## src/core/doc_pkg.sv

```systemverilog
/*
  shared constants and types for the dual converter output control block:
  register offsets and fields, reset values, pipeline depth, mode encodings.
  assumes a 32-bit apb slave with an 8-bit byte address and one clock.
*/
package doc_pkg;

  // ****************************************
  // converter data path
  // ****************************************
  localparam int WORD_W = 10;
  localparam int LATENCY = 5;
  localparam int FILL_W = 3;
  localparam logic [FILL_W-1:0] FILL_FULL = 3'h5;
  localparam int MSB_POS = 9;

  // ****************************************
  // register map, byte addresses
  // ****************************************
  localparam int ADDR_W = 8;
  localparam logic [7:0] OFS_CONTROL = 8'h00;
  localparam logic [7:0] OFS_STATUS = 8'h04;
  localparam logic [7:0] OFS_IRQ_STATUS = 8'h08;
  localparam logic [7:0] OFS_IRQ_MASK = 8'h0c;
  localparam logic [7:0] OFS_LAST_A = 8'h10;
  localparam logic [7:0] OFS_LAST_B = 8'h14;
  localparam logic [7:0] OFS_COUNT_A = 8'h18;
  localparam logic [7:0] OFS_COUNT_B = 8'h1c;

  // control fields and reset value
  localparam int CTRL_SNAP_POS = 0;
  localparam logic [31:0] CONTROL_RESET = 32'h00000001;
  localparam logic [31:0] CONTROL_MASK = 32'h00000001;

  // interrupt fields
  localparam int IRQ_W = 4;
  localparam int IRQ_WORD_A_POS = 0;
  localparam int IRQ_WORD_B_POS = 1;
  localparam int IRQ_RANGE_A_POS = 2;
  localparam int IRQ_RANGE_B_POS = 3;
  localparam logic [IRQ_W-1:0] IRQ_STATUS_RESET = 4'h0;
  localparam logic [IRQ_W-1:0] IRQ_MASK_RESET = 4'h0;

  // capture and counter widths
  localparam int LAST_W = 11;
  localparam int COUNT_W = 16;
  localparam logic [COUNT_W-1:0] COUNT_RESET = 16'h0000;
  localparam logic [COUNT_W-1:0] COUNT_ONE = 16'h0001;

  // ****************************************
  // modes
  // ****************************************
  typedef enum logic [1:0] {POWER_NORMAL, POWER_HIZ, POWER_NAP, POWER_SLEEP} doc_power_e;
  typedef enum logic [1:0] {LEVEL_GND, LEVEL_THIRD, LEVEL_TWO_THIRDS, LEVEL_SUPPLY} doc_level_e;

endpackage

```

## src/core/doc_bus.sv

```systemverilog
/*
  one output bus driver: number format, flag and three-state enable, all
  registered so the pins come straight from flip-flops.
  assumes the caller has already chosen which channel feeds this bus.
*/
`timescale 1ns/1ns
module doc_bus (
  input wire logic clock,
  input wire logic rst,
  input wire logic [doc_pkg::WORD_W-1:0] word_in,
  input wire logic flag_in,
  input wire logic twos,
  input wire logic drive,
  output logic [doc_pkg::WORD_W-1:0] bus,
  output logic flag,
  output logic bus_oe_n
);

  typedef struct packed {
    logic [doc_pkg::WORD_W-1:0] bus;
    logic flag;
    logic oe_n;
  } doc_bus_s;

  doc_bus_s st;
  doc_bus_s next_st;

  // two's complement is offset binary with the top bit turned over
  always_comb begin
    next_st = st;
    next_st.bus = word_in;
    next_st.bus[doc_pkg::MSB_POS] = word_in[doc_pkg::MSB_POS] ^ twos;
    next_st.flag = flag_in;
    next_st.oe_n = ~drive;
  end

  // pins start released so nothing fights the bus during reset
  always_ff @(posedge clock or posedge rst) begin
    if (rst) begin
      st <= '{bus: '0, flag: 1'b0, oe_n: 1'b1};
    end else begin
      st <= next_st;
    end
  end

  assign bus = st.bus;
  assign flag = st.flag;
  assign bus_oe_n = st.oe_n;

endmodule

```

## src/core/doc_pipe.sv

```systemverilog
/*
  one converter channel pipeline: takes a word on each qualified sample edge
  and hands it out after the documented number of sample edges.
  assumes the sample edge is a one-cycle pulse in the system clock domain.
*/
`timescale 1ns/1ns
module doc_pipe (
  input wire logic clock,
  input wire logic rst,
  input wire logic sample_edge,
  input wire logic run,
  input wire logic [doc_pkg::WORD_W-1:0] code_in,
  input wire logic range_in,
  output logic [doc_pkg::WORD_W-1:0] word_out,
  output logic flag_out,
  output logic word_valid
);

  typedef struct packed {
    logic [doc_pkg::LATENCY-1:0][doc_pkg::WORD_W:0] stage;
    logic [doc_pkg::WORD_W:0] out;
    logic [doc_pkg::FILL_W-1:0] fill;
    logic valid;
  } doc_pipe_s;

  doc_pipe_s st;
  doc_pipe_s next_st;

  // shift on each edge while converting; a parked channel keeps its contents
  always_comb begin
    next_st = st;
    next_st.valid = 1'b0;
    if (sample_edge && run) begin
      next_st.stage[0] = {range_in, code_in};
      for (int i = 1; i < doc_pkg::LATENCY; i++) begin
        next_st.stage[i] = st.stage[i-1];
      end
      next_st.out = st.stage[doc_pkg::LATENCY-1];
      // only words that really went through every stage count as results
      next_st.valid = (st.fill == doc_pkg::FILL_FULL);
      if (st.fill != doc_pkg::FILL_FULL) begin
        next_st.fill = st.fill + 3'h1;
      end
    end
  end

  // state register
  always_ff @(posedge clock or posedge rst) begin
    if (rst) begin
      st <= '0;
    end else begin
      st <= next_st;
    end
  end

  assign word_out = st.out[doc_pkg::WORD_W-1:0];
  assign flag_out = st.out[doc_pkg::WORD_W];
  assign word_valid = st.valid;

endmodule

```

## src/core/doc_top.sv

```systemverilog
/*
  dual converter output control: sample edge detection, per-channel power
  modes, pipelines, bus swap, format and stabilizer choice, apb registers
  and a level interrupt.
  assumes all pin inputs are synchronous to CLOCK, the four-level mode pin
  arrives already encoded as two bits, and analog results arrive as a code
  and a range flag per channel.
*/
`timescale 1ns/1ns

module doc_top (
  input wire logic CLOCK,
  input wire logic RST,
  input wire logic SAMPLE_CLOCK_CHAN_A,
  input wire logic SAMPLE_CLOCK_CHAN_B,
  input wire logic [doc_pkg::WORD_W-1:0] ANALOG_CODE_CHAN_A,
  input wire logic ANALOG_RANGE_CHAN_A,
  input wire logic [doc_pkg::WORD_W-1:0] ANALOG_CODE_CHAN_B,
  input wire logic ANALOG_RANGE_CHAN_B,
  input wire logic OUTPUT_SWAP_SELECT,
  input wire logic POWER_DOWN_CHAN_A,
  input wire logic POWER_DOWN_CHAN_B,
  input wire logic OUTPUT_ENABLE_N_CHAN_A,
  input wire logic OUTPUT_ENABLE_N_CHAN_B,
  input wire logic [1:0] MODE_LEVEL,
  input wire logic PSEL,
  input wire logic PENABLE,
  input wire logic PWRITE,
  input wire logic [doc_pkg::ADDR_W-1:0] PADDR,
  input wire logic [31:0] PWDATA,
  output logic [31:0] PRDATA,
  output logic PREADY,
  output logic PSLVERR,
  output logic IRQ,
  output logic [doc_pkg::WORD_W-1:0] RESULT_BUS_A,
  output logic RANGE_FLAG_BUS_A,
  output logic RESULT_BUS_A_OE_N,
  output logic [doc_pkg::WORD_W-1:0] RESULT_BUS_B,
  output logic RANGE_FLAG_BUS_B,
  output logic RESULT_BUS_B_OE_N,
  output logic DUTY_STABILIZER_ON
);

  // ****************************************
  // state
  // ****************************************
  typedef struct packed {
    logic clk_a_q;
    logic clk_b_q;
    doc_pkg::doc_power_e power_a;
    doc_pkg::doc_power_e power_b;
    logic twos;
    logic stabilizer;
    logic [31:0] control;
    logic [doc_pkg::IRQ_W-1:0] irq_status;
    logic [doc_pkg::IRQ_W-1:0] irq_mask;
    logic [doc_pkg::LAST_W-1:0] last_a;
    logic [doc_pkg::LAST_W-1:0] last_b;
    logic [doc_pkg::COUNT_W-1:0] count_a;
    logic [doc_pkg::COUNT_W-1:0] count_b;
    logic [31:0] prdata;
    logic pready;
    logic pslverr;
    logic irq;
  } doc_top_s;

  doc_top_s st;
  doc_top_s next_st;

  logic edge_a;
  logic edge_b;
  logic run_a;
  logic run_b;
  logic drive_a;
  logic drive_b;
  doc_pkg::doc_power_e mode_a;
  doc_pkg::doc_power_e mode_b;
  doc_pkg::doc_level_e level;
  logic twos_now;
  logic stab_now;
  logic [doc_pkg::WORD_W-1:0] word_a;
  logic [doc_pkg::WORD_W-1:0] word_b;
  logic flag_a;
  logic flag_b;
  logic valid_a;
  logic valid_b;
  logic [doc_pkg::WORD_W-1:0] sel_word_a;
  logic [doc_pkg::WORD_W-1:0] sel_word_b;
  logic sel_flag_a;
  logic sel_flag_b;
  logic sel_drive_a;
  logic sel_drive_b;
  logic [doc_pkg::WORD_W-1:0] fmt_a;
  logic [doc_pkg::WORD_W-1:0] fmt_b;

  // ****************************************
  // sample edges and power modes
  // ****************************************

  // the channel clocks are independent, so each gets its own edge detector
  assign edge_a = SAMPLE_CLOCK_CHAN_A & ~st.clk_a_q;
  assign edge_b = SAMPLE_CLOCK_CHAN_B & ~st.clk_b_q;

  // four pin combinations per channel, one mode each
  always_comb begin
    unique case ({POWER_DOWN_CHAN_A, OUTPUT_ENABLE_N_CHAN_A})
      2'b00: mode_a = doc_pkg::POWER_NORMAL;
      2'b01: mode_a = doc_pkg::POWER_HIZ;
      2'b10: mode_a = doc_pkg::POWER_NAP;
      2'b11: mode_a = doc_pkg::POWER_SLEEP;
    endcase
    unique case ({POWER_DOWN_CHAN_B, OUTPUT_ENABLE_N_CHAN_B})
      2'b00: mode_b = doc_pkg::POWER_NORMAL;
      2'b01: mode_b = doc_pkg::POWER_HIZ;
      2'b10: mode_b = doc_pkg::POWER_NAP;
      2'b11: mode_b = doc_pkg::POWER_SLEEP;
    endcase
  end

  // a channel converts whenever it is not shut down; it drives only in normal
  assign run_a = ~POWER_DOWN_CHAN_A;
  assign run_b = ~POWER_DOWN_CHAN_B;
  assign drive_a = (mode_a == doc_pkg::POWER_NORMAL);
  assign drive_b = (mode_b == doc_pkg::POWER_NORMAL);

  // ****************************************
  // shared mode level
  // ****************************************

  // one pin sets format and stabilizer for both channels at once
  always_comb begin
    level = doc_pkg::doc_level_e'(MODE_LEVEL);
    unique case (level)
      doc_pkg::LEVEL_GND: begin
        twos_now = 1'b0;
        stab_now = 1'b0;
      end
      doc_pkg::LEVEL_THIRD: begin
        twos_now = 1'b0;
        stab_now = 1'b1;
      end
      doc_pkg::LEVEL_TWO_THIRDS: begin
        twos_now = 1'b1;
        stab_now = 1'b1;
      end
      doc_pkg::LEVEL_SUPPLY: begin
        twos_now = 1'b1;
        stab_now = 1'b0;
      end
    endcase
  end

  // ****************************************
  // channel pipelines
  // ****************************************
  doc_pipe pipe_a (
    .clock(CLOCK),
    .rst(RST),
    .sample_edge(edge_a),
    .run(run_a),
    .code_in(ANALOG_CODE_CHAN_A),
    .range_in(ANALOG_RANGE_CHAN_A),
    .word_out(word_a),
    .flag_out(flag_a),
    .word_valid(valid_a)
  );

  doc_pipe pipe_b (
    .clock(CLOCK),
    .rst(RST),
    .sample_edge(edge_b),
    .run(run_b),
    .code_in(ANALOG_CODE_CHAN_B),
    .range_in(ANALOG_RANGE_CHAN_B),
    .word_out(word_b),
    .flag_out(flag_b),
    .word_valid(valid_b)
  );

  // ****************************************
  // bus swap
  // ****************************************

  // the enable travels with the channel, so a released channel stays released
  // on whichever bus it lands; tying the swap pin to both sample clocks
  // interleaves the two channels on one bus, which is only sound up to 80Msps
  assign sel_word_a = OUTPUT_SWAP_SELECT ? word_a : word_b;
  assign sel_flag_a = OUTPUT_SWAP_SELECT ? flag_a : flag_b;
  assign sel_drive_a = OUTPUT_SWAP_SELECT ? drive_a : drive_b;
  assign sel_word_b = OUTPUT_SWAP_SELECT ? word_b : word_a;
  assign sel_flag_b = OUTPUT_SWAP_SELECT ? flag_b : flag_a;
  assign sel_drive_b = OUTPUT_SWAP_SELECT ? drive_b : drive_a;

  doc_bus bus_a (
    .clock(CLOCK),
    .rst(RST),
    .word_in(sel_word_a),
    .flag_in(sel_flag_a),
    .twos(twos_now),
    .drive(sel_drive_a),
    .bus(RESULT_BUS_A),
    .flag(RANGE_FLAG_BUS_A),
    .bus_oe_n(RESULT_BUS_A_OE_N)
  );

  doc_bus bus_b (
    .clock(CLOCK),
    .rst(RST),
    .word_in(sel_word_b),
    .flag_in(sel_flag_b),
    .twos(twos_now),
    .drive(sel_drive_b),
    .bus(RESULT_BUS_B),
    .flag(RANGE_FLAG_BUS_B),
    .bus_oe_n(RESULT_BUS_B_OE_N)
  );

  // captured words use the same format as the pins, per channel not per bus
  assign fmt_a = {word_a[doc_pkg::MSB_POS] ^ twos_now, word_a[doc_pkg::MSB_POS-1:0]};
  assign fmt_b = {word_b[doc_pkg::MSB_POS] ^ twos_now, word_b[doc_pkg::MSB_POS-1:0]};

  // ****************************************
  // registers, interrupt and apb slave
  // ****************************************
  always_comb begin
    logic [31:0] rd;
    logic hit;
    logic take;
    logic wr;
    logic [doc_pkg::IRQ_W-1:0] events;
    rd = 32'h00000000;
    hit = 1'b1;
    take = 1'b0;
    wr = 1'b0;
    events = '0;
    next_st = st;

    // pin history and registered views of the mode pins
    next_st.clk_a_q = SAMPLE_CLOCK_CHAN_A;
    next_st.clk_b_q = SAMPLE_CLOCK_CHAN_B;
    next_st.power_a = mode_a;
    next_st.power_b = mode_b;
    next_st.twos = twos_now;
    next_st.stabilizer = stab_now;

    // sample counters count accepted edges; they wrap rather than saturate
    if (edge_a && run_a) begin
      next_st.count_a = st.count_a + doc_pkg::COUNT_ONE;
    end
    if (edge_b && run_b) begin
      next_st.count_b = st.count_b + doc_pkg::COUNT_ONE;
    end

    // snapshot of the newest result, frozen while software clears the bit
    if (valid_a && st.control[doc_pkg::CTRL_SNAP_POS]) begin
      next_st.last_a = {flag_a, fmt_a};
    end
    if (valid_b && st.control[doc_pkg::CTRL_SNAP_POS]) begin
      next_st.last_b = {flag_b, fmt_b};
    end

    // events: a new result, and a result that was out of range
    events[doc_pkg::IRQ_WORD_A_POS] = valid_a;
    events[doc_pkg::IRQ_WORD_B_POS] = valid_b;
    events[doc_pkg::IRQ_RANGE_A_POS] = valid_a & flag_a;
    events[doc_pkg::IRQ_RANGE_B_POS] = valid_b & flag_b;

    // read decode; unmapped addresses read zero and report an error
    unique case (PADDR)
      doc_pkg::OFS_CONTROL: rd = st.control;
      doc_pkg::OFS_STATUS: rd = {23'h000000, OUTPUT_SWAP_SELECT, st.stabilizer, st.twos,
                                 MODE_LEVEL, st.power_b, st.power_a};
      doc_pkg::OFS_IRQ_STATUS: rd = {28'h0000000, st.irq_status};
      doc_pkg::OFS_IRQ_MASK: rd = {28'h0000000, st.irq_mask};
      doc_pkg::OFS_LAST_A: rd = {21'h000000, st.last_a};
      doc_pkg::OFS_LAST_B: rd = {21'h000000, st.last_b};
      doc_pkg::OFS_COUNT_A: rd = {16'h0000, st.count_a};
      doc_pkg::OFS_COUNT_B: rd = {16'h0000, st.count_b};
      default: hit = 1'b0;
    endcase

    // setup cycle loads the answer, so the access phase is always one cycle
    take = PSEL & ~PENABLE;
    next_st.pready = take;
    if (take) begin
      next_st.prdata = PWRITE ? 32'h00000000 : rd;
      next_st.pslverr = ~hit;
    end else begin
      next_st.pslverr = 1'b0;
    end

    // writes land at the edge that closes the access phase
    wr = PSEL & PENABLE & st.pready & PWRITE;
    next_st.irq_status = st.irq_status;
    if (wr && PADDR == doc_pkg::OFS_CONTROL) begin
      next_st.control = PWDATA & doc_pkg::CONTROL_MASK;
    end
    if (wr && PADDR == doc_pkg::OFS_IRQ_MASK) begin
      next_st.irq_mask = PWDATA[doc_pkg::IRQ_W-1:0];
    end
    if (wr && PADDR == doc_pkg::OFS_IRQ_STATUS) begin
      next_st.irq_status = st.irq_status & ~PWDATA[doc_pkg::IRQ_W-1:0];
    end
    // an event in the clearing cycle survives the clear
    next_st.irq_status = next_st.irq_status | events;

    // level interrupt follows the registered status in the same cycle
    next_st.irq = |(next_st.irq_status & next_st.irq_mask);
  end

  // state register; pins that face the board start quiet
  always_ff @(posedge CLOCK or posedge RST) begin
    if (RST) begin
      st <= '{
        clk_a_q: 1'b0,
        clk_b_q: 1'b0,
        power_a: doc_pkg::POWER_NORMAL,
        power_b: doc_pkg::POWER_NORMAL,
        twos: 1'b0,
        stabilizer: 1'b0,
        control: doc_pkg::CONTROL_RESET,
        irq_status: doc_pkg::IRQ_STATUS_RESET,
        irq_mask: doc_pkg::IRQ_MASK_RESET,
        last_a: '0,
        last_b: '0,
        count_a: doc_pkg::COUNT_RESET,
        count_b: doc_pkg::COUNT_RESET,
        prdata: 32'h00000000,
        pready: 1'b0,
        pslverr: 1'b0,
        irq: 1'b0
      };
    end else begin
      st <= next_st;
    end
  end

  // ****************************************
  // outputs
  // ****************************************
  assign PRDATA = st.prdata;
  assign PREADY = st.pready;
  assign PSLVERR = st.pslverr;
  assign IRQ = st.irq;
  assign DUTY_STABILIZER_ON = st.stabilizer;

endmodule

```

## config.mk

```make
export PLATFORM = sky130hd
export DESIGN_NAME = doc_top
export DESIGN_NICKNAME = d
export VERILOG_FILES = /design/src/core/doc_pkg.sv /design/src/core/doc_bus.sv /design/src/core/doc_pipe.sv /design/src/core/doc_top.sv
export SDC_FILE = /design/constraint.sdc
export NUM_CORES = 1
export LEC_CHECK = 0
export BUFFER_PORTS_ARGS = -buffer_cell sky130_fd_sc_hd__buf_2
export CAP_MARGIN = 20
export CORE_AREA = 2 2 187 189
export DETAILED_ROUTE_END_ITERATION = 8
export DIE_AREA = 0 0 189 191
export MAX_ROUTING_LAYER = met4
export PLACE_DENSITY = 0.54
export SYNTH_ARGS = -nofsm -noshare
export SYNTH_HDL_FRONTEND = slang
export SYNTH_SLANG_ARGS = --single-unit
```

## constraint.sdc

```tcl
create_clock -name CLOCK -period 14.1 [get_ports CLOCK]
set_clock_uncertainty 0.15 [all_clocks]
set_input_delay 0.705 -clock CLOCK [delete_from_list [all_inputs] [get_ports CLOCK]]
set_output_delay 0.705 -clock CLOCK [all_outputs]
set_load 0.02 [all_outputs]
```

## After elaboration in Yosys (flattened, before gate mapping)

Cells that the tools add are included.

| storage, ports and cells | value |
|---|---|
| register bits after elaboration | 270 |
| latch bits | 0 |
| memory bits (writable) | 0 |
| bits in read-only memories | 0 |
| input port bits | 76 |
| output and inout port bits | 60 |
| word-level logic and storage cells | 126 |
| memories | 0 |

| operators by class | value |
|---|---|
| $add $sub $neg | 4 |
| multiply operators | 0 |
| div/mod/pow operators | 0 |
| $lt $le $gt $ge | 0 |
| equal/unequal tests | 20 |
| shift operators | 0 |
| muxes and demuxes | 18 |
| bitwise logic cells | 24 |
| reduce and logical (&&, ||, !) cells | 21 |

Operators by type and width:

| operator | number |
|---|---|
| $pmux W16 S8 | 1 |
| $add A16 B1 Y16 const B | 2 |
| $eq A8 B5 Y1 const B | 4 |
| $mux W32 | 1 |
| $mux W10 | 2 |
| $eq A8 B4 Y1 const B | 2 |
| $pmux W2 S4 | 2 |
| $eq A2 B2 Y1 const B | 6 |
| $logic_not A2 Y1 | 5 |
| $and A1 B1 Y1 | 8 |
| $and A4 B4 Y4 | 2 |
| $eq A8 B3 Y1 const B | 1 |
| $logic_not A8 Y1 | 1 |
| $mux W1 | 8 |
| $mux W4 | 2 |
| $not A1 Y1 | 8 |
| $reduce_or A2 Y1 | 4 |
| $reduce_or A8 Y1 | 1 |
| $logic_and A1 B1 Y1 | 7 |
| $add A3 B1 Y3 const B | 2 |
| $eq A2 B1 Y1 const B | 3 |
| $eq A3 B3 Y1 const B | 2 |
| $ne A3 B3 Y1 const B | 2 |
| $not A4 Y4 | 1 |
| other kinds (5) | 10 |

## Depth between registers and ports, before layout

| logic depth | value |
|---|---|
| depth after elaboration | 8 |
| depth in mapped cells | 7 |
| depth with buffers taken out | 5 |

## Cells and area by module

From an unflattened synthesis, not the netlist that was laid out.

| second synthesis, totals | value |
|---|---|
| cell total of the unflattened synthesis | 781 |
| area total of the unflattened synthesis | 10766.6 um2 |

By module, submodules not included:

| module | instances | cells each | area an instance (um2) | sequential area each (um2) |
|---|---|---|---|---|
| doc_pipe | 2 | 166 | 2741.4 | 1751.7 |
| doc_top | 1 | 419 | 4648.2 | 2253.4 |
| doc_bus | 2 | 15 | 317.8 | 301.5 |

## Least setup slack after synthesis

Ideal clock, no wire load.

| timing | value |
|---|---|
| path kind | input port to flip-flop |
| start | input PADDR[5] in the netlist's numbering |
| end | register st (netlist bit IRQ) |
| library setup time | 0.131 ns |
| data arrival time | 2.228 ns |
| data required time | 13.819 ns |
| slack | 11.591 ns |
| stages on the path | 6 |
| buffers on the path | 1 |
| path through | or4_1 buf_4 nor3_4 mux2_2 a22oi_2 o211ai_2 |

RTL lines:

| element | line | text |
|---|---|---|
| from (decl) | doc_top.sv:29 | `input wire logic [doc_pkg::ADDR_W-1:0] PADDR,` |
| to (signal assigned) | doc_top.sv:314 | `st <= '{` |
| to (signal assigned) | doc_top.sv:334 | `st <= next_st;` |
| to (decl) | doc_top.sv:67 | `doc_top_s st;` |

## Worst setup path in the final report

| timing | value |
|---|---|
| start | register st[136] in the netlist's numbering |
| end | register st[66] in the netlist's numbering |

| on the way | value |
|---|---|
| longest elaborated chain between the ends | 3 |

RTL lines:

| element | line | text |
|---|---|---|
| $not A1 Y1 | doc_top.sv:101 | `assign edge_a = SAMPLE_CLOCK_CHAN_A & ~st.clk_a_q;` |
| $and A1 B1 Y1 | doc_top.sv:101 |  |
| $logic_and A1 B1 Y1 | doc_top.sv:247 | `if (edge_a && run_a) begin` |

Every way passes these cells.
A chain may end at the register's enable or synchronous reset.

==> flow_metrics.py <==
metrics = {
    "sta": {
        "relSlewSlack_pct": 38.13,
        "setup-violations-final": 0,
        "fmax_mhz": 373.0,
        "period_minus_slack_ps": 2681,
        "setup_tns_ps": 0,
        "rsz0062_at_grt": "no",
        "drv_slew": 0,
        "final-hold-violation-count": 0,
        "post-route-period-util_pct": 19.01,
        "worst_slew_pin_slew_ps": 928.0,
    },
    "setup_path": {
        "cp_data_required_time_ps": 14410,
        "worst_path_max_delay_cell": "buf_4",
        "worstRegToRegCells": 6,
        "path_buf_inv": 1,
        "worstPathArrival_ps": 2990,
        "cp-end-kind": "register",
        "cp-startpoint": "st[136]$_DFF_PP0_",
        "critical_path_depth": 6,
        "rr_endpoint": "st[66]$_DFFE_PP0P_",
        "start_kind": "register",
        "crit_family": "simple AND/OR/NAND/NOR gates",
        "r2r-start": "st[136]$_DFF_PP0_",
        "critPathMaxStageDelay_ps": 720,
        "critPathCapture": "st[66]$_DFFE_PP0P_",
        "critPathKind": "reg -> reg",
        "cp_cell_sequence": "nor3b_2 -> buf_4 -> nand4_1 -> or3_1 -> nor3_1 -> xor2_1",
        "ff2ff_setup_slack_ps": 11420,
        "critical_path.max_fanout": 75,
    },
    "grt": {
        "antenna_found_initial": 2,
        "grt_pass1_wl_mm": 34.75,
        "overflow": 0,
        "grt_pass1_vias": 5894,
        "grt_util_all_layers_pct": 12.64,
        "grt_max_degree": 119,
    },
    "floorplanning": {
        "die_area_um2": 36100,
        "rows": 68,
        "coreArea_um2": 34120,
        "initial_core_util_pct": 30.69,
        "die_h_um": 191,
        "ioPinCount": 136,
        "fp.dieW_um": 189,
    },
    "synthesis": {
        "async_flop_share_pct": 100.0,
        "synthesis.area_um2": 10470,
        "synth_ff_type": "dfrtp_1",
        "yosysTopAreaCell": "dfrtp_1",
        "ys_types": 50,
        "yosys_warnings": 0,
        "synth_top_area_share_pct": 59.98,
        "synth_edf_count": 0,
        "ys_seq_elements": 254,
        "synth_area_leaders": "dfrtp_1 (60%), mux2_2 (19%), buf_4 (2.4%), xnor2_1 (1.7%), xor2_1 (1.3%)",
        "syn_avg_cell_area_um2": 13.96,
        "syn-instance-count": 750,
        "synth-seq-area-share_pct": 60.74,
    },
    "place": {
        "hpwl_mm": 14.65,
        "place_area_um2": 11220,
        "place.gp.congestion": 0.7991,
        "port_buffers": 91,
    },
    "routing": {
        "dr.pass1.iters": 4,
        "wl_per_cell_um": 16.74,
        "dr_wl_met2_mm": 9.391,
        "final_antenna_net_count": 0,
        "drt-met1-wl_mm": 10.75,
        "routed_via_density": 4.544,
        "top_layer": "met4",
        "wl_mm": 21.85,
        "dr_wl_met3_mm": 1.234,
        "drc": 0,
        "drt_iter0_drc": 345,
        "vias": 5930,
    },
    "clocking": {
        "cts_max_path_buffers": 3,
        "ctsResizeCount": 0,
        "cts-root-buf": "clkbuf_16",
        "numCtsBuffers": 28,
        "cts_tree": "yes",
        "clk_latency_ps": 550,
        "cts_hold_buf": 0,
        "cts.sinks": 254,
        "clk_pin_slew_ps": 60,
        "post-cts-setup-buffers": 0,
        "htreeDepth": 1,
    },
    "final_layout": {
        "drive_gt1_share_pct": 39.27,
        "final_cell_mix": "dfrtp_1 (251), mux2_2 (179), buf_2 (91)",
        "nets": 912,
        "postLayoutCellArea_um2": 12170,
        "fillers": 3331,
        "areaGrowthSynthToFinish_pct": 16.25,
        "final_common_cell": "dfrtp_1",
    },
    "power": {
        "leakagePower_nw": 5.558,
        "p_total_mw": 2.157,
        "ir_drop_v": 0.0001126,
        "power_per_cell_area_nw_per_um2": 177.2,
    },
    "job": {
        "max_cap_viol_count": 0,
    },
    "min_path": {
        "hold_path_class": "in -> reg",
    },
    "status": {
        "status": "finished, final reports clean",
    },
}
[how the worst min path moves through the flow]
| stage | startpoint | end | slack (ps) | cells past startpoint |
|---|---|---|---|---|
| after floorplan | st[66]$_DFFE_PP0P_ | st[66]$_DFFE_PP0P_ | 290 | 1 |
| after global placement | st[50]$_DFFE_PP0P_ | st[50]$_DFFE_PP0P_ | 310 | 1 |
| after detailed placement | st[50]$_DFFE_PP0P_ | st[50]$_DFFE_PP0P_ | 320 | 1 |
| after CTS | SAMPLE_CLOCK_CHAN_A | st[136]$_DFF_PP0_ | 110 | 1 |
| after global routing | SAMPLE_CLOCK_CHAN_A | st[136]$_DFF_PP0_ | 110 | 1 |
| final | SAMPLE_CLOCK_CHAN_A | st[136]$_DFF_PP0_ | 130 | 1 |
[state kept, by name (all words and copies together), names as in the netlist, 10 cells and up]
signal and cells:
st 70, pipe_b.st 58, bus_b.bus 10, PRDATA 16, pipe_a.st 58, pipe_a.word_out 10
pipe_b.word_out 10, bus_a.bus 10
[routing by layer]
| metal | track usage (%) | vias up |
|---|---|---|
| met2 | 18.26 | 149 |
| met3 | 2.552 | 33 |
| met5 | - | - |
| met4 | 3.155 | 0 |
| met1 | 18.11 | 2979 |
| li1 | - | 2769 |
[kinds of logic (layout without fill, tap and decap cells)]
logic type,after synthesis,in the layout,synth area share (%)
AO/OA/AOI/OAI,65,65,4.385
multiplexers,192,192,20.61
adder cells (fa/ha/maj),8,8,0.9559
other,1,18,0.03581
flip-flops,254,254,60.74
XOR/XNOR,36,36,3.011
buffers and inverters,82,165,4.361
AND/OR/NAND/NOR,112,112,5.903
[stage by stage]
stage | hold WS [ps] | setup slack, ps | utilization [%] | cells
5_1_grt | 112.6 | 11200 | 35.68 | 1305
3_3_place_gp | 309.0 | 10860 | 32.89 | 1252
3_5_place_dp | 317.1 | 10870 | 32.89 | 1252
4_1_cts | 110.2 | 11420 | 35.58 | 1302
6_report | 130.8 | 11420 | 35.68 | 1305
2_1_floorplan | 292.0 | 6265 | - | 765
[worst register-to-register path, stage by stage (launching register included)]
cell and delay, ps:
dfrtp_1 370, nor3b_2 150, buf_4 720, nand4_1 350
or3_1 480, nor3_1 230, xor2_1 150
[synth_stat cells (2+ instances only)]
cell type and n:
nor3_1 11, a21oi_1 11, buf_2 17, buf_4 34
and3_1 5, nor3_4 2, nand3_1 8, inv_1 17
dfstp_2 3, o211ai_1 6, a222oi_1 2, o21ai_0 10
or4_1 2, buf_1 4, a22oi_1 14, a221oi_1 3
nor2_1 20, nand4_1 11, mux2_2 179, dfrtp_1 251
clkbuf_1 10, ha_1 8, mux2i_1 12, nor2b_1 4
a22o_1 7, a21boi_0 2, or3_1 6, or2_2 2
nand2_1 28, xnor2_1 20, xor2_1 16, nor3b_1 4
a31oi_1 4
[power breakdown]
part	internal [mW]	leakage (nW)	switching [mW]
combinational	0.197	1.92	0.157
sequential	0.941	3.19	0.144
clock	0.427	0.448	0.290
[layout make-up]
cell class,count,area [um^2],share of cell area (%)
antenna,2,5.005,0.04111
clock buffer,46,848.3,6.969
clock inverter,4,70.07,0.5756
inverter,17,71.32,0.5859
multi-input combinational,429,3721,30.57
sequential,254,6360,52.25
tap,455,569.3,4.677
timing repair buffer,98,528.0,4.338
Note: power is estimated with default switching activity, not from simulation.
